==> config.mk <==
export PLATFORM = sky130hd
export DESIGN_NAME = tcm_range_map
export DESIGN_NICKNAME = d
export VERILOG_FILES = /design/src/inc/tcm_pkg.sv /design/src/inc/tcm_ao_if.sv /design/src/design/tcm_range_map.sv /design/src/design/tcm_ao_map.sv
export SDC_FILE = /design/constraint.sdc
export NUM_CORES = 1
export LEC_CHECK = 0
export ABC_AREA = 1
export BUFFER_PORTS_ARGS = -buffer_cell sky130_fd_sc_hd__buf_2
export CAP_MARGIN = 0
export CORE_MARGIN = 5
export CORE_UTILIZATION = 38
export CTS_BUF_LIST = sky130_fd_sc_hd__clkbuf_16
export DETAILED_ROUTE_END_ITERATION = 10
export GPL_TIMING_DRIVEN = 0
export PLACE_DENSITY = 0.64
export SLEW_MARGIN = 15
export SYNTH_ARGS = -nofsm -noshare
export SYNTH_HDL_FRONTEND = slang
export SYNTH_SLANG_ARGS = --single-unit
export TNS_END_PERCENT = 1
==> constraint.sdc <==
create_clock -name clk_i -period 38.1 [get_ports clk_i]
set_clock_uncertainty 0.2 [all_clocks]
set_input_delay 5.715 -clock clk_i [delete_from_list [all_inputs] [get_ports clk_i]]
set_output_delay 5.715 -clock clk_i [all_outputs]
set_load 0.02 [all_outputs]
==> src/inc/tcm_pkg.sv <==
// Purpose: Shared types and limits for the thermocouple code range mapper.
// Assumes: One clock, all codes are 16-bit two's complement; temperature codes are tenths of a degree.
// Notes: Functional notes follow.
// Functional notes
// - Type T rated codes run from 4000 down to -2700, one count per tenth of a degree.
// - Type T codes 4001 to 5400 are overrange and anything above 5400 reads 32767.
// - Type T codes of -2701 or less are underrange, and below F0C4 hex they give underflow and 8000 hex.
// - Type T is linear from +400 to -230 degrees; below that point the offset is scaled by T_TAIL_GAIN/256, which keeps the slope at the default gain.
// - Type U rated codes run 6000 to -2000, overrange up to 8500, and above that 32767.
// - Type U codes of -2001 or less are underrange, and below F380 hex they give underflow and 8000 hex.
// - Type S rated band ends at -500, underrange runs to -1700, and below F95C hex gives underflow and 8000 hex.
// - Type S overrange runs up to 18500 and anything above reads 32767.
// - Output codes 0 to 27648 map linearly to 20 mA, 27649 to 32511 are overrange, 32512 up drive 0 mA.
// - In 4 to 20 mA negative codes down to E500 hex fall toward 0 mA, below that is underflow; 0 to 20 mA gives 0 mA.
package tcm_pkg;

    typedef logic signed [15:0] tcm_code_t;
    typedef logic [15:0] tcm_ua_t;

    typedef enum logic [1:0] {
        TCM_SENS_S = 2'h0,
        TCM_SENS_T = 2'h1,
        TCM_SENS_U = 2'h2
    } tcm_sens_t;

    typedef enum logic [4:0] {
        TCM_BAND_RATED = 5'h01,
        TCM_BAND_OVER = 5'h02,
        TCM_BAND_OVFL = 5'h04,
        TCM_BAND_UNDER = 5'h08,
        TCM_BAND_UNFL = 5'h10
    } tcm_band_t;

    typedef struct packed {
        tcm_code_t rated_hi;
        tcm_code_t rated_lo;
        tcm_code_t over_hi;
        tcm_code_t under_lo;
    } tcm_lim_t;

    localparam tcm_code_t TCM_CODE_OVFL = 16'sh7FFF;
    localparam tcm_code_t TCM_CODE_UNFL = 16'sh8000;

    localparam tcm_code_t TCM_S_RATED_HI = 16'sh451A;
    localparam tcm_code_t TCM_S_RATED_LO = 16'shFE0C;
    localparam tcm_code_t TCM_S_OVER_HI = 16'sh4844;
    localparam tcm_code_t TCM_S_UNDER_LO = 16'shF95C;

    localparam tcm_code_t TCM_T_RATED_HI = 16'sh0FA0;
    localparam tcm_code_t TCM_T_RATED_LO = 16'shF574;
    localparam tcm_code_t TCM_T_OVER_HI = 16'sh1518;
    localparam tcm_code_t TCM_T_UNDER_LO = 16'shF0C4;
    localparam tcm_code_t TCM_T_LIN_KNEE = 16'shF704;

    localparam tcm_code_t TCM_U_RATED_HI = 16'sh1770;
    localparam tcm_code_t TCM_U_RATED_LO = 16'shF830;
    localparam tcm_code_t TCM_U_OVER_HI = 16'sh2134;
    localparam tcm_code_t TCM_U_UNDER_LO = 16'shF380;

    localparam logic [8:0] TCM_TAIL_GAIN_ONE = 9'h100;
    localparam int TCM_TAIL_SHIFT = 8;

    localparam tcm_code_t TCM_AO_FS_CODE = 16'sh6C00;
    localparam tcm_code_t TCM_AO_OVFL_CODE = 16'sh7F00;
    localparam tcm_code_t TCM_AO_UNFL_CODE = 16'shE500;
    localparam tcm_ua_t TCM_AO_SPAN_0_20_UA = 16'h4E20;
    localparam tcm_ua_t TCM_AO_SPAN_4_20_UA = 16'h3E80;
    localparam tcm_ua_t TCM_AO_LIVE_ZERO_UA = 16'h0FA0;
    localparam tcm_ua_t TCM_AO_ZERO_UA = 16'h0000;

    function automatic tcm_lim_t tcm_limits(input tcm_sens_t sens);
        tcm_lim_t lim;
        unique case (sens)
            TCM_SENS_T: lim = '{TCM_T_RATED_HI, TCM_T_RATED_LO, TCM_T_OVER_HI, TCM_T_UNDER_LO};
            TCM_SENS_U: lim = '{TCM_U_RATED_HI, TCM_U_RATED_LO, TCM_U_OVER_HI, TCM_U_UNDER_LO};
            default: lim = '{TCM_S_RATED_HI, TCM_S_RATED_LO, TCM_S_OVER_HI, TCM_S_UNDER_LO};
        endcase
        return lim;
    endfunction : tcm_limits

endpackage : tcm_pkg

==> src/inc/tcm_ao_if.sv <==
// Purpose: Carries an output code request to the current mapper and its answer back.
// Assumes: Both ends run on the same clock.
// Notes: stb and done are one-cycle pulses.
`timescale 1ns/1ps
`default_nettype none
interface tcm_ao_if;
    tcm_pkg::tcm_code_t code;
    logic range_4_20;
    logic stb;
    tcm_pkg::tcm_ua_t ua;
    tcm_pkg::tcm_band_t band;
    logic done;

    modport requester
    (
        output code, range_4_20, stb,
        input ua, band, done
    );

    modport mapper
    (
        input code, range_4_20, stb,
        output ua, band, done
    );
endinterface : tcm_ao_if
`default_nettype wire

==> src/design/tcm_range_map.sv <==
// Purpose: Sorts digitised thermocouple readings into bands and codes, and maps output codes to loop current.
// Assumes: All inputs come from logic on clk_i; readings are linearised tenths of a degree.
// Notes: The reading path answers one edge after its strobe, the current path two; codes and bands hold until the next strobe.
`timescale 1ns/1ps
`default_nettype none
module tcm_range_map
#(
    parameter logic [8:0] T_TAIL_GAIN = tcm_pkg::TCM_TAIL_GAIN_ONE
)
(
    // Clock and reset.
    input wire logic clk_i,
    input wire logic rst_i,
    // Temperature reading in.
    input wire logic t_stb_i,
    input wire tcm_pkg::tcm_sens_t t_sens_i,
    input wire tcm_pkg::tcm_code_t t_raw_i,
    // Temperature code out.
    output logic t_stb_o,
    output tcm_pkg::tcm_code_t t_code_o,
    output tcm_pkg::tcm_band_t t_band_o,
    output logic t_uflow_o,
    output logic t_oflow_o,
    output logic t_sens_err_o,
    // Output code in.
    input wire logic ao_stb_i,
    input wire tcm_pkg::tcm_code_t ao_code_i,
    input wire logic ao_4_20_i,
    // Loop current out.
    output logic ao_stb_o,
    output tcm_pkg::tcm_ua_t ao_ua_o,
    output tcm_pkg::tcm_band_t ao_band_o
);
    import tcm_pkg::*;

    typedef struct packed {
        logic stb;
        tcm_code_t code;
        tcm_band_t band;
        logic uflow;
        logic oflow;
        logic sens_err;
        logic ao_stb;
        tcm_code_t ao_code;
        logic ao_4_20;
    } tcm_st_t;

    tcm_st_t st_r;
    tcm_st_t st_nxt;

    tcm_ao_if ao_bus ();

    tcm_ao_map u_ao_map
    (
        .clk_i(clk_i),
        .rst_i(rst_i),
        .ao(ao_bus.mapper)
    );

    always_comb
    begin
        tcm_lim_t lim;
        int val;
        int tail;
        logic legal;
        lim = tcm_limits(t_sens_i);
        val = int'(t_raw_i);
        tail = 0;
        legal = (t_sens_i == TCM_SENS_S) || (t_sens_i == TCM_SENS_T) || (t_sens_i == TCM_SENS_U);
        st_nxt = st_r;
        st_nxt.stb = t_stb_i;
        st_nxt.uflow = 1'b0;
        st_nxt.oflow = 1'b0;
        st_nxt.sens_err = 1'b0;
        // Below the knee the offset from the knee is scaled by T_TAIL_GAIN/256; the default gain carries on the slope reached at the knee.
        if ((t_sens_i == TCM_SENS_T) && (t_raw_i < TCM_T_LIN_KNEE))
        begin
            tail = (val - int'(TCM_T_LIN_KNEE)) * int'(T_TAIL_GAIN);
            val = int'(TCM_T_LIN_KNEE) + (tail >>> TCM_TAIL_SHIFT);
        end
        if (t_stb_i)
        begin
            if (!legal)
            begin
                st_nxt.code = TCM_CODE_UNFL;
                st_nxt.band = TCM_BAND_UNFL;
                st_nxt.sens_err = 1'b1;
            end
            else if (val > int'(lim.over_hi))
            begin
                st_nxt.code = TCM_CODE_OVFL;
                st_nxt.band = TCM_BAND_OVFL;
                st_nxt.oflow = 1'b1;
            end
            else if (val > int'(lim.rated_hi))
            begin
                st_nxt.code = 16'(val);
                st_nxt.band = TCM_BAND_OVER;
            end
            else if (val >= int'(lim.rated_lo))
            begin
                st_nxt.code = 16'(val);
                st_nxt.band = TCM_BAND_RATED;
            end
            else if (val >= int'(lim.under_lo))
            begin
                st_nxt.code = 16'(val);
                st_nxt.band = TCM_BAND_UNDER;
            end
            else
            begin
                st_nxt.code = TCM_CODE_UNFL;
                st_nxt.band = TCM_BAND_UNFL;
                st_nxt.uflow = 1'b1;
            end
        end
        st_nxt.ao_stb = ao_stb_i;
        if (ao_stb_i)
        begin
            st_nxt.ao_code = ao_code_i;
            st_nxt.ao_4_20 = ao_4_20_i;
        end
    end

    always_ff @(posedge clk_i or posedge rst_i)
    begin
        if (rst_i)
        begin
            st_r <= '{1'b0, 16'sh0000, TCM_BAND_RATED, 1'b0, 1'b0, 1'b0, 1'b0, 16'sh0000, 1'b0};
        end
        else
        begin
            st_r <= st_nxt;
        end
    end

    // The request is registered here, so the mapper answers two edges after ao_stb_i.
    assign ao_bus.code = st_r.ao_code;
    assign ao_bus.range_4_20 = st_r.ao_4_20;
    assign ao_bus.stb = st_r.ao_stb;

    assign t_stb_o = st_r.stb;
    assign t_code_o = st_r.code;
    assign t_band_o = st_r.band;
    assign t_uflow_o = st_r.uflow;
    assign t_oflow_o = st_r.oflow;
    assign t_sens_err_o = st_r.sens_err;
    assign ao_stb_o = ao_bus.done;
    assign ao_ua_o = ao_bus.ua;
    assign ao_band_o = ao_bus.band;
endmodule : tcm_range_map
`default_nettype wire

==> src/design/tcm_ao_map.sv <==
// Purpose: Maps a 16-bit output code to a loop current in microamps and a band.
// Assumes: Request comes from logic on the same clock.
// Notes: Answer is registered one edge after the request.
`timescale 1ns/1ps
`default_nettype none
module tcm_ao_map
(
    // Clock and reset.
    input wire logic clk_i,
    input wire logic rst_i,
    // Request and answer.
    tcm_ao_if.mapper ao
);
    import tcm_pkg::*;

    typedef struct packed {
        tcm_ua_t ua;
        tcm_band_t band;
        logic done;
    } tcm_ao_st_t;

    tcm_ao_st_t st_r;
    tcm_ao_st_t st_nxt;

    always_comb
    begin
        int prod;
        int quot;
        tcm_ua_t span;
        tcm_ua_t base;
        prod = 0;
        quot = 0;
        span = ao.range_4_20 ? TCM_AO_SPAN_4_20_UA : TCM_AO_SPAN_0_20_UA;
        base = ao.range_4_20 ? TCM_AO_LIVE_ZERO_UA : TCM_AO_ZERO_UA;
        st_nxt = st_r;
        st_nxt.done = ao.stb;
        if (ao.stb)
        begin
            prod = int'(ao.code) * int'(span);
            quot = prod / int'(TCM_AO_FS_CODE);
            if (ao.code >= TCM_AO_OVFL_CODE)
            begin
                st_nxt.ua = TCM_AO_ZERO_UA;
                st_nxt.band = TCM_BAND_OVFL;
            end
            else if (ao.code > TCM_AO_FS_CODE)
            begin
                st_nxt.ua = 16'(int'(base) + quot);
                st_nxt.band = TCM_BAND_OVER;
            end
            else if (ao.code >= 16'sh0000)
            begin
                st_nxt.ua = 16'(int'(base) + quot);
                st_nxt.band = TCM_BAND_RATED;
            end
            else if (!ao.range_4_20)
            begin
                st_nxt.ua = TCM_AO_ZERO_UA;
                st_nxt.band = TCM_BAND_UNDER;
            end
            else if (ao.code >= TCM_AO_UNFL_CODE)
            begin
                st_nxt.ua = 16'(int'(base) + quot);
                st_nxt.band = TCM_BAND_UNDER;
            end
            else
            begin
                st_nxt.ua = TCM_AO_ZERO_UA;
                st_nxt.band = TCM_BAND_UNFL;
            end
        end
    end

    always_ff @(posedge clk_i or posedge rst_i)
    begin
        if (rst_i)
        begin
            st_r <= '{TCM_AO_ZERO_UA, TCM_BAND_RATED, 1'b0};
        end
        else
        begin
            st_r <= st_nxt;
        end
    end

    assign ao.ua = st_r.ua;
    assign ao.band = st_r.band;
    assign ao.done = st_r.done;
endmodule : tcm_ao_map
`default_nettype wire

# Word level (Yosys, flattened, before mapping)

Cells that the tools add are included.
W data, S select, Z words.

Flip-flop bits (word level): 65
Input port bits: 39
Output and inout bits: 47
Logic and storage cells: 54

Add/sub/neg operators: 3
Multiply operators: 1
Div/mod/pow operators: 1
Order comparisons: 9
Eq/ne operators: 2
Multiplexer cells: 22
Reductions and logical operators: 4

Operators by type and width:

| operator                 | number |
|---|---|
| $mux W21                 | 10 |
| $pmux W63 S2             | 1 |
| $ge A32 B16 Y1           | 2 |
| $gt A32 B16 Y1           | 2 |
| $div A32 B16 Y32 const B | 1 |
| $mul A16 B16 Y32         | 1 |
| $mux W32                 | 1 |
| $add A13 B17 Y18 const A | 1 |
| $sub A16 B13 Y17 const B | 1 |
| $add A16 B16 Y16         | 1 |
| $ge A16 B1 Y1 const B    | 1 |
| $ge A16 B14 Y1 const B   | 1 |
| $ge A16 B16 Y1 const B   | 1 |
| $gt A16 B16 Y1 const B   | 1 |
| $lt A16 B13 Y1 const B   | 1 |
| $mux W15                 | 1 |
| $mux W12                 | 1 |
| $mux W1                  | 6 |
| $mux W3                  | 1 |
| $eq A2 B1 Y1 const B     | 1 |
| $eq A2 B2 Y1 const B     | 1 |
| $logic_not A2 Y1         | 1 |
| $logic_or A1 B1 Y1       | 2 |
| $mux W2                  | 1 |
| $logic_and A1 B1 Y1      | 1 |

# Longest topological paths before layout

Gate-level depths: netlist of the first run.

Depth after elaboration: 10
Gate-level depth with buffers: 139
Gate-level depth less buffers: 137

# By module

A second synthesis of the first run with hierarchy kept.

Cells, all modules: 1864
Area total of the unflattened synthesis: 12620.9 um^2

By module, submodules not included:

| module        | times used | cells each | area an instance (um^2) |
|---|---|---|---|
| tcm_ao_map    | 1          | 1498       | 9794.4 |
| tcm_range_map | 1          | 366        | 2826.5 |

# Worst setup path after synthesis of the first run

No wires, ideal clock.

Path kind: register to register
Start point: register st_r (netlist bit ao_bus.range_4_20)
End point: register u_ao_map.st_r (netlist bit u_ao_map.ao.ua[15])
Library setup time: 0.117 ns
Data arrival time: 14.505 ns
Data required time: 37.783 ns
Path slack: 23.277 ns
Stages on the path, launching flop included: 126
Path buffers: 2
Cell sequence: dfrtp_1 -> clkbuf_1 -> clkbuf_1 -> nand2_1 -> fa_1 -> inv_1 -> fa_1 -> fa_1 -> fa_1 -> fa_1 -> ha_1 -> ha_1 -> a21oi_1 -> o21bai_1 -> nand2_1 -> nor3b_1 -> nand2_4 -> xor2_4 -> [... 90 more ...] -> nor2_1 -> nor2_1 -> xor2_1 -> inv_1 -> ha_1 -> o21ai_0 -> nand2_1 -> a21oi_1 -> inv_1 -> a21oi_1 -> nor2_1 -> nor2_1 -> nor2_1 -> nand2_1 -> nand3b_1 -> nand2_1 -> nand3_1 -> nand2_1

Word-level cells in the longest chain between the ends: 9
Elaborated cells between the ends (all ways): 10
Those cells by class: 1 x add/sub; 1 x mul; 1 x div; 7 x mux

RTL lines:

| what                     | RTL line                                             | text |
|---|---|---|
| start: declaration       | tcm_range_map.sv:48                                  | `tcm_st_t st_r;` |
| start signal: assignment | tcm_range_map.sv:129                                 | `st_r <= '{1'b0, 16'sh0000, TCM_BAND_RATED, 1'b0, 1'b0, 1'b0, 1'b0, 16'sh0000, 1'b0};` |
| start signal: assignment | tcm_range_map.sv:133                                 | `st_r <= st_nxt;` |
| $mux W15                 | tcm_ao_map.sv:33                                     | `span = ao.range_4_20 ? TCM_AO_SPAN_4_20_UA : TCM_AO_SPAN_0_20_UA;` |
| $mul A16 B16 Y32         | tcm_ao_map.sv:39                                     | `prod = int'(ao.code) * int'(span);` |
| $div A32 B16 Y32         | tcm_ao_map.sv:40                                     | `quot = prod / int'(TCM_AO_FS_CODE);` |
| $add A16 B16 Y16         | tcm_ao_map.sv:48, tcm_ao_map.sv:53, tcm_ao_map.sv:63 |  |
| $mux W21                 | tcm_ao_map.sv:61                                     | `else if (ao.code >= TCM_AO_UNFL_CODE)` |
| $mux W21                 | tcm_ao_map.sv:56                                     | `else if (!ao.range_4_20)` |
| $mux W21                 | tcm_ao_map.sv:51                                     | `else if (ao.code >= 16'sh0000)` |
| $mux W21 *               | tcm_ao_map.sv:46                                     | `else if (ao.code > TCM_AO_FS_CODE)` |
| $mux W21 *               | tcm_ao_map.sv:41                                     | `if (ao.code >= TCM_AO_OVFL_CODE)` |
| end signal: assignment   | tcm_ao_map.sv:78                                     | `st_r <= '{TCM_AO_ZERO_UA, TCM_BAND_RATED, 1'b0};` |
| end signal: assignment   | tcm_ao_map.sv:82                                     | `st_r <= st_nxt;` |
| end: declaration         | tcm_ao_map.sv:22                                     | `tcm_ao_st_t st_r;` |

Every way passes the cells marked *; elsewhere a longest branch is shown, timed or not.
A chain may end at the register's enable or synchronous reset.

# Worst setup path in the final report of the first run

Same ends and word-level chain as after synthesis.

==> results of run 1 <==
critical path: cells and delay by family (launching register included):
| kind | cells | cell delay, ns |
|---|---|---|
| compound gates | 6 | 0.99 |
| flops | 1 | 0.64 |
| simple gates | 102 | 10.68 |
| fa+ha+maj | 9 | 3.18 |
| xor+xnor | 2 | 0.36 |
| buf+inv | 9 | 1.49 |
sequential cells by signal (all words and copies together), names as in the netlist:
signal             cells
ao_bus.code           16
t_sens_err_o           1
t_band_o               5
ao_bus.range_4_20      1
t_stb_o                1
u_ao_map.ao.band       5
ao_bus.stb             1
u_ao_map.ao.done       1
t_oflow_o              1
u_ao_map.ao.ua        16
t_uflow_o              1
t_code_o              16
layout by cell type, fill, tap and decap left out, types with 9 or more instances in the layout:
master,n
a21oi_1,41
nand2_1,489
nor2_1,105
ha_1,144
o21bai_1,9
nand4_1,24
clkbuf_1,22
nor2_4,11
buf_2,88
nand3_1,175
nor3_1,12
inv_2,20
xnor2_1,9
nand2_2,72
nand2_4,30
inv_1,269
nand3_2,18
o211ai_1,12
xor2_1,25
clkbuf_16,9
o21ai_0,85
dfrtp_1,63
fa_1,79
final cells by class:
class                   count  area share (%)
clock buffers               9            1.67
inverters                 291            8.14
multi-input cells        1408            69.6
repair buffers             86            3.37
clock inverters             7           0.577
plain buffers              27           0.809
well taps                 402            3.74
flip-flops and latches     65            12.1
per-layer routing:
layer,up-vias,global-route usage (%)
li1,5926,-
met1,5363,24.1
met2,199,30.4
met3,19,3.06
met4,0,3.56
met5,-,0
worst paths after layout:
path | startpoint | to | slack (ns)
max in group asynchronous | rst_i | u_ao_map.ao.band[0] | 32.02
max | ao_bus.range_4_20 | u_ao_map.ao.ua[15] | 20.37
min reg2reg | u_ao_map.ao.ua[15] | u_ao_map.ao.ua[15] | 0.28
max reg2reg | ao_bus.range_4_20 | u_ao_map.ao.ua[15] | 20.37
min in group asynchronous | rst_i | u_ao_map.ao.ua[14] | 5.09
min | u_ao_map.ao.ua[15] | u_ao_map.ao.ua[15] | 0.28
through the flow:
stage	utilization (%)	hold WS [ns]
3_3_place_gp	41.5	0.263
4_1_cts	42.5	0.282
5_1_grt	42.5	0.295
3_5_place_dp	41.6	0.261
6_report	42.5	0.281
2_1_floorplan	-	0.214
cells by family after synthesis:
family | Yosys count | share of synthesized area (%)
compound gates | 176 | 8.31
xor+xnor | 35 | 2.67
fa+ha+maj | 223 | 27.8
buf+inv | 318 | 9.87
flops | 65 | 13.4
other cells | 2 | 0.0617
simple gates | 967 | 37.9
==> results by group, run 1 <==
GRT
  – Pin count of the biggest net entering global routing: 50
  – First-pass GRT wire length: 53600 um
  – Total global routing overflow: 0
  – Vias in the first global route: 11300
  – Antenna violations before repair: 0
  – Gr usage total: 17.9%

Place
  – Area after DPL: 0.0132 mm^2
  – Hpwl dp: 26400 um
  – Buffers on Ports: 85
  – Place WS: 20.48 ns
  – Gpl congestion: 0.888
  – Placed insts: 2279

Setup path
  – Setup crit start kind: register
  – Worst-path fanout max: 10
  – CP endpoint kind: register
  – Setup Crit Path Kind: reg2reg
  – Crit path DAT: 17.78 ns
  – Req. time, crit path: 38.16 ns
  – CP max-delay cell: dfrtp_1
  – Worst-case reg-to-reg path depth: 128
  – Max incr delay on CP: 0.64 ns

Final layout
  – Synth-to-layout area growth: 10.5%
  – Share of cells above drive strength 1: 14.5%
  – Nets@finish: 2150
  – Footprint of the multi-input gates: 0.00936 mm^2
  – Reg area: 0.00163 mm^2
  – Final instance area: 0.0135 mm^2
  – Antenna fix cells: 0
  – FILL cells: 3359
  – Finished Layout Cells: 2295

Timing
  – Final hold violations: 0
  – Final min period: 17.73 ns
  – Fin crit share: 46.5%
  – Slew @ Worst Pin: 0.984 ns
  – TNS Setup: 0 ns
  – Setup ws final: 20.37 ns
  – Slew Limit Fails: 0
  – Count of final setup violators: 0
  – Relative slew slack: 33.9%
  – Fmax: 56.4 MHz
  – RSZ-0062 raised after global routing: false

Routing
  – WL met3: 1350 um
  – Met1 WL: 14700 um
  – Pre-Repair DR Iteration Count: 5
  – Top Layer Used: met4
  – DR WL/cell: 13.4 um
  – Met2 WL: 14500 um
  – Detailed router's first-iteration violation count: 592
  – DRC: 0
  – Antenna-violating nets left: 0
  – Total length of routed wires: 30800 um
  – Total number of vias: 11500
  – DR vias/cell: 5.01

Synthesis
  – Synthesized netlist cell count: 1786
  – Synth warn: 0
  – Sequential area share after synthesis: 13.4%
  – Post-synth EDFFs: 0
  – Distinct cells, synth: 52
  – Top-area cell type share of the netlist area: 15.1%
  – Share of flip-flops with an asynchronous set or reset: 100%
  – Most frequent cells after synthesis: nand2_1 (489), inv_1 (270), nand3_1 (175)
  – Synth Flop Type: dfrtp_1
  – Top post-synthesis cells by area: nand2_1 (15%), ha_1 (15%), fa_1 (13%), dfrtp_1 (13%), inv_1 (8.3%)
  – Syn avg cell area: 6.82 um^2
  – Synth area leader: nand2_1
  – Cell with the most instances after synthesis: nand2_1
  – Mapped cell area: 0.0122 mm^2
  – Synth Register Bits: 65

Floorplan
  – CORE AREA: 0.0316 mm^2
  – I/O pin cnt: 86
  – Horiz. Die Dim: 189 um
  – Starting density of the core: 38.5%
  – Die Ht: 189 um
  – Row count: 65
  – Die ar.: 0.0357 mm^2

CTS
  – CTS root buffer: clkbuf_16
  – CTS tree: yes
  – Reg clk slew, reported paths: 0.06 ns
  – # resized after CTS: 0
  – CTS sink count: 65
  – Total CTS buffers: 9
  – H-tree Lvls: 3
  – Post-CTS Setup Bufs: 0
  – Worst-Skew Late Latency: 0.37 ns
  – Clock buffer depth: 2
  – Hold Buf Count CTS: 0

Outcome
  – Status: finished, final reports clean

Worst hold path
  – Min-Delay Path Class: reg2reg
  – WHS Path Cells: 2

Job
  – MaxCap Viol Count: 0
Power of run 1 is left out: the tool's default activity adds up to more than one toggle a clock period on the data nets, which glitch-free logic cannot reach.
==> run 2: changes to the inputs <==
Clock period 38.1 ns to 17.1 ns, I/O delays scaled along.
==> run 2 against run 1 <==
Routed wire length increased by 5.3%. Design area increased by 9.1%. First-iteration DRC count decreased by 19%. Critical path depth increased by 3. Count of clock-buffer cells in the layout unchanged. Worst setup slack got worse by 19 ns. Register-to-register slack got worse by 19 ns. Fmax increased by 11%. Die area unchanged. Cell count increased by 1.4%. Via count increased by 2.1%.
==> results by group, run 2 (synthesized netlist as in run 1, its figures left out) <==
Outcome
  – Status: finished, final reports clean (unchanged)

CTS
  – Reg clk slew, reported paths: 0.06 ns (about the same)
  – Worst-Skew Late Latency: 0.37 ns (about the same)
  – Hold Buf Count CTS: 0 (unchanged)
  – H-tree Lvls: 3 (unchanged)
  – CTS root buffer: clkbuf_16 (unchanged)
  – CTS sink count: 65 (unchanged)
  – Total CTS buffers: 9 (unchanged)
  – Clock buffer depth: 2 (unchanged)
  – CTS tree: yes (unchanged)

Setup path
  – Top Family by Delay on Critical Path: simple AND/OR/NAND/NOR gates (unchanged)
  – Max incr delay on CP: 0.52 ns (was 0.64 ns)
  – CP Buf/Inv Count: 13 (was 9)
  – Setup crit start kind: register (unchanged)
  – Req. time, crit path: 17.16 ns (was 38.16 ns)
  – Worst-path fanout max: 10 (unchanged)
  – Most frequent CP cell: nand2_2
  – Crit path DAT: 16.09 ns (was 17.78 ns)
  – CP max-delay cell: fa_1 (was dfrtp_1)
  – CP endpoint kind: register (unchanged)
  – Setup Crit Path Kind: reg2reg (unchanged)

Routing
  – DRC: 0 (unchanged)
  – Total number of vias: 11700 (was 11500)
  – Antenna-violating nets left: 0 (unchanged)
  – DR vias/cell: 5.05 (was 5.01)
  – Total length of routed wires: 32500 um (was 30800 um)
  – DR WL/cell: 14.0 um (was 13.4 um)
  – Detailed router's first-iteration violation count: 481 (was 592)
  – Pre-Repair DR Iteration Count: 5 (unchanged)

Final layout
  – Antenna fix cells: 0 (unchanged)
  – Most frequent cells in the layout: nand2_1 (439), inv_1 (265), nand3_1 (156) (was nand2_1 (489), inv_1 (269), nand3_1 (175))
  – Commonest non-fill, non-tap cell in the layout: nand2_1 (unchanged)
  – Nets@finish: 2181 (was 2150)
  – Synth-to-layout area growth: 20.5% (was 10.5%)
  – Post-Route Utilization: 46.4% (was 42.5%)
  – FILL cells: 3206 (was 3359)
  – Share of cells above drive strength 1: 22.3% (was 14.5%)

GRT
  – First-pass GRT wire length: 53600 um (about the same)
  – Total global routing overflow: 0 (unchanged)
  – Pin count of the biggest net entering global routing: 50 (unchanged)
  – Gr usage total: 17.9% (unchanged)
  – Antenna violations before repair: 0 (unchanged)
  – Vias in the first global route: 11300 (about the same)

Floorplan
  – Starting density of the core: 38.5% (unchanged)
  – I/O pin cnt: 86 (unchanged)
  – Die ar.: 0.0357 mm^2 (unchanged)
  – Row count: 65 (unchanged)
  – Die Ht: 189 um (unchanged)
  – CORE AREA: 0.0316 mm^2 (unchanged)
  – Horiz. Die Dim: 189 um (unchanged)

Place
  – Place WS: -0.518 ns (was 20.48 ns)
  – Gpl congestion: 0.888 (unchanged)
  – Hpwl dp: 26400 um (unchanged)
  – Buffers on Ports: 85 (unchanged)

Timing
  – Relative slew slack: 37.2% (was 33.9%)
  – Setup ws final: 1.07 ns (was 20.37 ns)
  – Fin crit share: 93.8% (was 46.5%)
  – Fmax: 62.4 MHz (was 56.4 MHz)
  – Slew Limit Fails: 0 (unchanged)
  – Slew @ Worst Pin: 0.935 ns (was 0.984 ns)
  – Final min period: 16.03 ns (was 17.73 ns)
  – Count of final setup violators: 0 (unchanged)
  – Final hold violations: 0 (unchanged)

Job
  – MaxCap Viol Count: 0 (unchanged)

Worst hold path
  – Min-Delay Path Class: reg2reg (unchanged)
-- run 2: changes by cell type in the layout (fill, tap and decap cells not counted), moves of 6 or more --
cell,delta
nor2_2,+7
nand2_2,+33
ha_4,+16
nor2_4,+8
ha_1,-17
a21oi_1,-6
nand3_4,+14
nand2_1,-50
nand3_1,-19
nand2_8,+20
nor2_1,-15
o21ai_0,-6
buf_4,+29
-- run 2: tightest hold or removal path, cell delays in order (launching register included) --
cell	delay (ns)
dfstp_2	0.37
nand2_1	0.06
nand2_1	0.05
-- run 2: repair_timing --
action                                  in CTS  in global routing
endpoints found under the setup margin       6                 11
pin swaps                                    0                 77
resized for setup                            5                210
setup buffers                                0                 31
-- run 2: area by class of cell --
cell class,count,area [um^2],share of cell area (%)
sequential,65,1630,11.1
inverter,291,1090,7.46
timing repair buffer,117,696,4.74
tap,402,503,3.43
clock inverter,7,77.6,0.529
clock buffer,9,225,1.53
multi-input combinational,1408,10300,70.2
buffer,27,151,1.03
-- run 2: path summary, 6_finish.rpt --
check | start | endpoint | slack [ns] | cells after the start
worst max-delay path | ao_bus.range_4_20 | u_ao_map.ao.ua[15] | 1.07 | 131
worst min-delay path | u_ao_map.ao.band[0] | u_ao_map.ao.band[0] | 0.28 | 2
worst max register to register | ao_bus.range_4_20 | u_ao_map.ao.ua[15] | 1.07 | 131
worst min register to register | u_ao_map.ao.band[0] | u_ao_map.ao.band[0] | 0.28 | 2
max in group asynchronous | rst_i | u_ao_map.ao.band[0] | 14.18 | 3
min in group asynchronous | rst_i | u_ao_map.ao.ua[14] | 1.94 | 2
-- run 2: routing by layer --
metal  global-route usage, %  wire length [um]
met2                    30.4             15700
met5                       0                 0
met3                    3.06              1160
met1                    24.1             15200
met4                    3.56               392
-- run 2: through the flow --
step           cells  hold slack, ns  setup TNS [ns]  area [um^2]
2_1_floorplan   1791           0.214               0        12200
3_3_place_gp    2278           0.263          -0.368        13100
3_5_place_dp    2279           0.261           -1.67        13200
4_1_cts         2295           0.282               0        13500
5_1_grt         2326           0.295          -0.327        14700
6_report        2326           0.281               0        14700
Power of run 2 is left out for the same reason.
==> run 3: changes to the inputs <==
Settings changed: BUFFER_PORTS_ARGS -buffer_cell sky130_fd_sc_hd__buf_2 to not set, DONT_BUFFER_PORTS set to 1, GPL_TIMING_DRIVEN 0 to 1, PLACE_DENSITY 0.64 to 0.62, SETUP_SLACK_MARGIN set to 0.2.
==> run 3 against run 2 <==
Critical path depth is 2 higher. Hold slack got worse by 0.010 ns. Worst setup slack gained 0.019 ns. Register-to-register slack better by 0.02 ns. Sequential share of layout area rose by 0.30 points. Flip-flop and latch count is the same. Largest cell class unchanged.
==> results by group, run 3 (synthesized netlist as in run 1, its figures left out) <==
Final layout
  – Antenna fix cells: 0 (unchanged)
  – Most frequent cells in the layout: nand2_1 (433), inv_1 (266), nand3_1 (151) (was nand2_1 (439), inv_1 (265), nand3_1 (156))
  – Synth-to-layout area growth: 17.8% (was 20.5%)
  – Share of cells above drive strength 1: 20.7% (was 22.3%)
  – FILL cells: 3175 (was 3206)
  – Final instance area: 0.0143 mm^2 (was 0.0147 mm^2)
  – Commonest non-fill, non-tap cell in the layout: nand2_1 (unchanged)
  – Nets@finish: 2091 (was 2181)

GRT
  – First-pass GRT wire length: 52800 um (was 53600 um)
  – GRT met1 Usage: 22.6% (was 24.1%)
  – GR peak layer: met2 (unchanged)
  – Total global routing overflow: 0 (unchanged)
  – GR Util met2: 30.4% (unchanged)
  – GRT met3 Usage: 3.30% (was 3.06%)
  – Pin count of the biggest net entering global routing: 66 (was 50)
  – Antenna violations before repair: 0 (unchanged)
  – Gr usage total: 17.6% (was 17.9%)
  – Vias in the first global route: 11100 (was 11300)

CTS
  – Reg clk slew, reported paths: 0.07 ns (was 0.06 ns)
  – Total CTS buffers: 9 (unchanged)
  – H-tree Lvls: 3 (unchanged)
  – CTS root buffer: clkbuf_16 (unchanged)
  – Clock buffer depth: 2 (unchanged)
  – CTS tree: yes (unchanged)
  – Worst-Skew Late Latency: 0.37 ns (about the same)
  – CTS sink count: 65 (unchanged)

Setup path
  – Req. time, crit path: 17.16 ns (about the same)
  – Crit path DAT: 16.07 ns (was 16.09 ns)
  – CP max-delay cell: fa_1 (unchanged)
  – R2r setup slk: 1.09 ns (was 1.07 ns)
  – CP endpoint kind: register (unchanged)
  – Max incr delay on CP: 0.59 ns (was 0.52 ns)
  – Worst-path fanout max: 10 (unchanged)
  – Most frequent CP cell: nand2_1 (was nand2_2)
  – FF-to-FF Start: ao_bus.range_4_20 (unchanged)
  – Setup Crit Path Kind: reg2reg (unchanged)
  – Setup crit start kind: register (unchanged)
  – Worst-case reg-to-reg path depth: 133 (was 131)
  – Worst Setup SP: ao_bus.range_4_20 (unchanged)
  – R2r endpoint: u_ao_map.ao.ua[15] (unchanged)
  – Worst setup path end: u_ao_map.ao.ua[15] (unchanged)

Routing
  – Pre-Repair DR Iteration Count: 5 (unchanged)
  – DRC: 0 (unchanged)
  – Detailed router's first-iteration violation count: 491 (was 481)
  – Total number of vias: 11500 (was 11700)
  – DR vias/cell: 5.14 (was 5.05)
  – Antenna-violating nets left: 0 (unchanged)
  – Total length of routed wires: 33200 um (was 32500 um)
  – DR WL/cell: 14.8 um (was 14.0 um)

Timing
  – Fin crit share: 93.6% (was 93.8%)
  – Slew @ Worst Pin: 1.10 ns (was 0.935 ns)
  – Slew Limit Fails: 0 (unchanged)
  – Count of final setup violators: 0 (unchanged)
  – Final hold violations: 0 (unchanged)
  – Final min period: 16.01 ns (was 16.03 ns)
  – Relative slew slack: 26.4% (was 37.2%)
  – Fmax: 62.4 MHz (about the same)

Place
  – Area after DPL: 0.0126 mm^2 (was 0.0132 mm^2)
  – Hpwl dp: 25900 um (was 26400 um)
  – Buffers on Ports: 0 (was 85)
  – Gpl congestion: 0.897 (was 0.888)

Floorplan
  – Die Ht: 189 um (unchanged)
  – Horiz. Die Dim: 189 um (unchanged)
  – I/O pin cnt: 86 (unchanged)
  – Starting density of the core: 38.5% (unchanged)
  – Row count: 65 (unchanged)
  – Die ar.: 0.0357 mm^2 (unchanged)
  – CORE AREA: 0.0316 mm^2 (unchanged)

Outcome
  – Status: finished, final reports clean (unchanged)

Job
  – MaxCap Viol Count: 0 (unchanged)

Worst hold path
  – Min-Delay Path Class: reg2reg (unchanged)
[run 3: changes by cell type in the layout (fill, tap and decap cells not counted), sizes merged]
cell,before,now
buf,123,52
clkbuf,30,10
clkinv,4,2
clkinvlp,0,1
xor2,26,27
inv,293,294
[run 3: critical path: cells and delay by family (launching register included)]
kind                     cells  cell delay, ns
AND/OR/NAND/NOR            105            9.94
adder cells (fa/ha/maj)      9            3.14
buffers and inverters       13            1.24
flip-flops                   1            0.55
AO/OA/AOI/OAI                5            0.55
XOR/XNOR                     1            0.19
[run 3: how the worst min path moves through the flow]
stage	startpoint	end	cells past startpoint
CTS	ao_bus.stb	u_ao_map.ao.done	0
detailed placement	ao_bus.stb	u_ao_map.ao.done	0
finish	ao_bus.stb	u_ao_map.ao.done	0
global placement	ao_bus.stb	u_ao_map.ao.done	0
floorplan	ao_bus.stb	u_ao_map.ao.done	0
global route	ao_bus.stb	u_ao_map.ao.done	0
[run 3: final cells by class]
cell class | instances | area (um^2) | area share [%]
timing repair buffer | 53 | 447 | 3.11
clock inverter | 7 | 85.1 | 0.593
sequential | 65 | 1640 | 11.4
inverter | 291 | 1100 | 7.68
multi-input combinational | 1409 | 10300 | 72.1
tap | 402 | 503 | 3.51
clock buffer | 9 | 225 | 1.57
[run 3: metrics by stage]
step | hold slack, ns | setup slack (ns) | util (%) | TNS (ns) | std cells
floorplan | 0.214 | 2.28 | - | 0 | 1791
global placement | 0.263 | 0.823 | 39.9 | 0 | 2169
detailed placement | 0.267 | 0.286 | 39.9 | 0 | 2169
global route | 0.294 | -0.122 | 45.3 | -0.197 | 2236
CTS | 0.281 | 0.212 | 40.9 | 0 | 2185
finish | 0.271 | 1.09 | 45.3 | 0 | 2236
[run 3: timing repair]
| action | in CTS | in global routing |
|---|---|---|
| gates resized for setup | 0 | 220 |
| hold buffers | 0 | 0 |
| endpoints found under the setup margin | 0 | 10 |
| setup buffers | 0 | 49 |
[run 3: metal layers]
| layer | part of all wire [%] | routed length [um] | vias to the layer above |
|---|---|---|---|
| met4 | 1.6 | 543 | 0 |
| met3 | 3.7 | 1240 | 36 |
| li1 | - | - | 5829 |
| met5 | 0 | 0 | - |
| met2 | 49 | 16200 | 199 |
| met1 | 46 | 15200 | 5439 |
Power of run 3 is left out for the same reason.
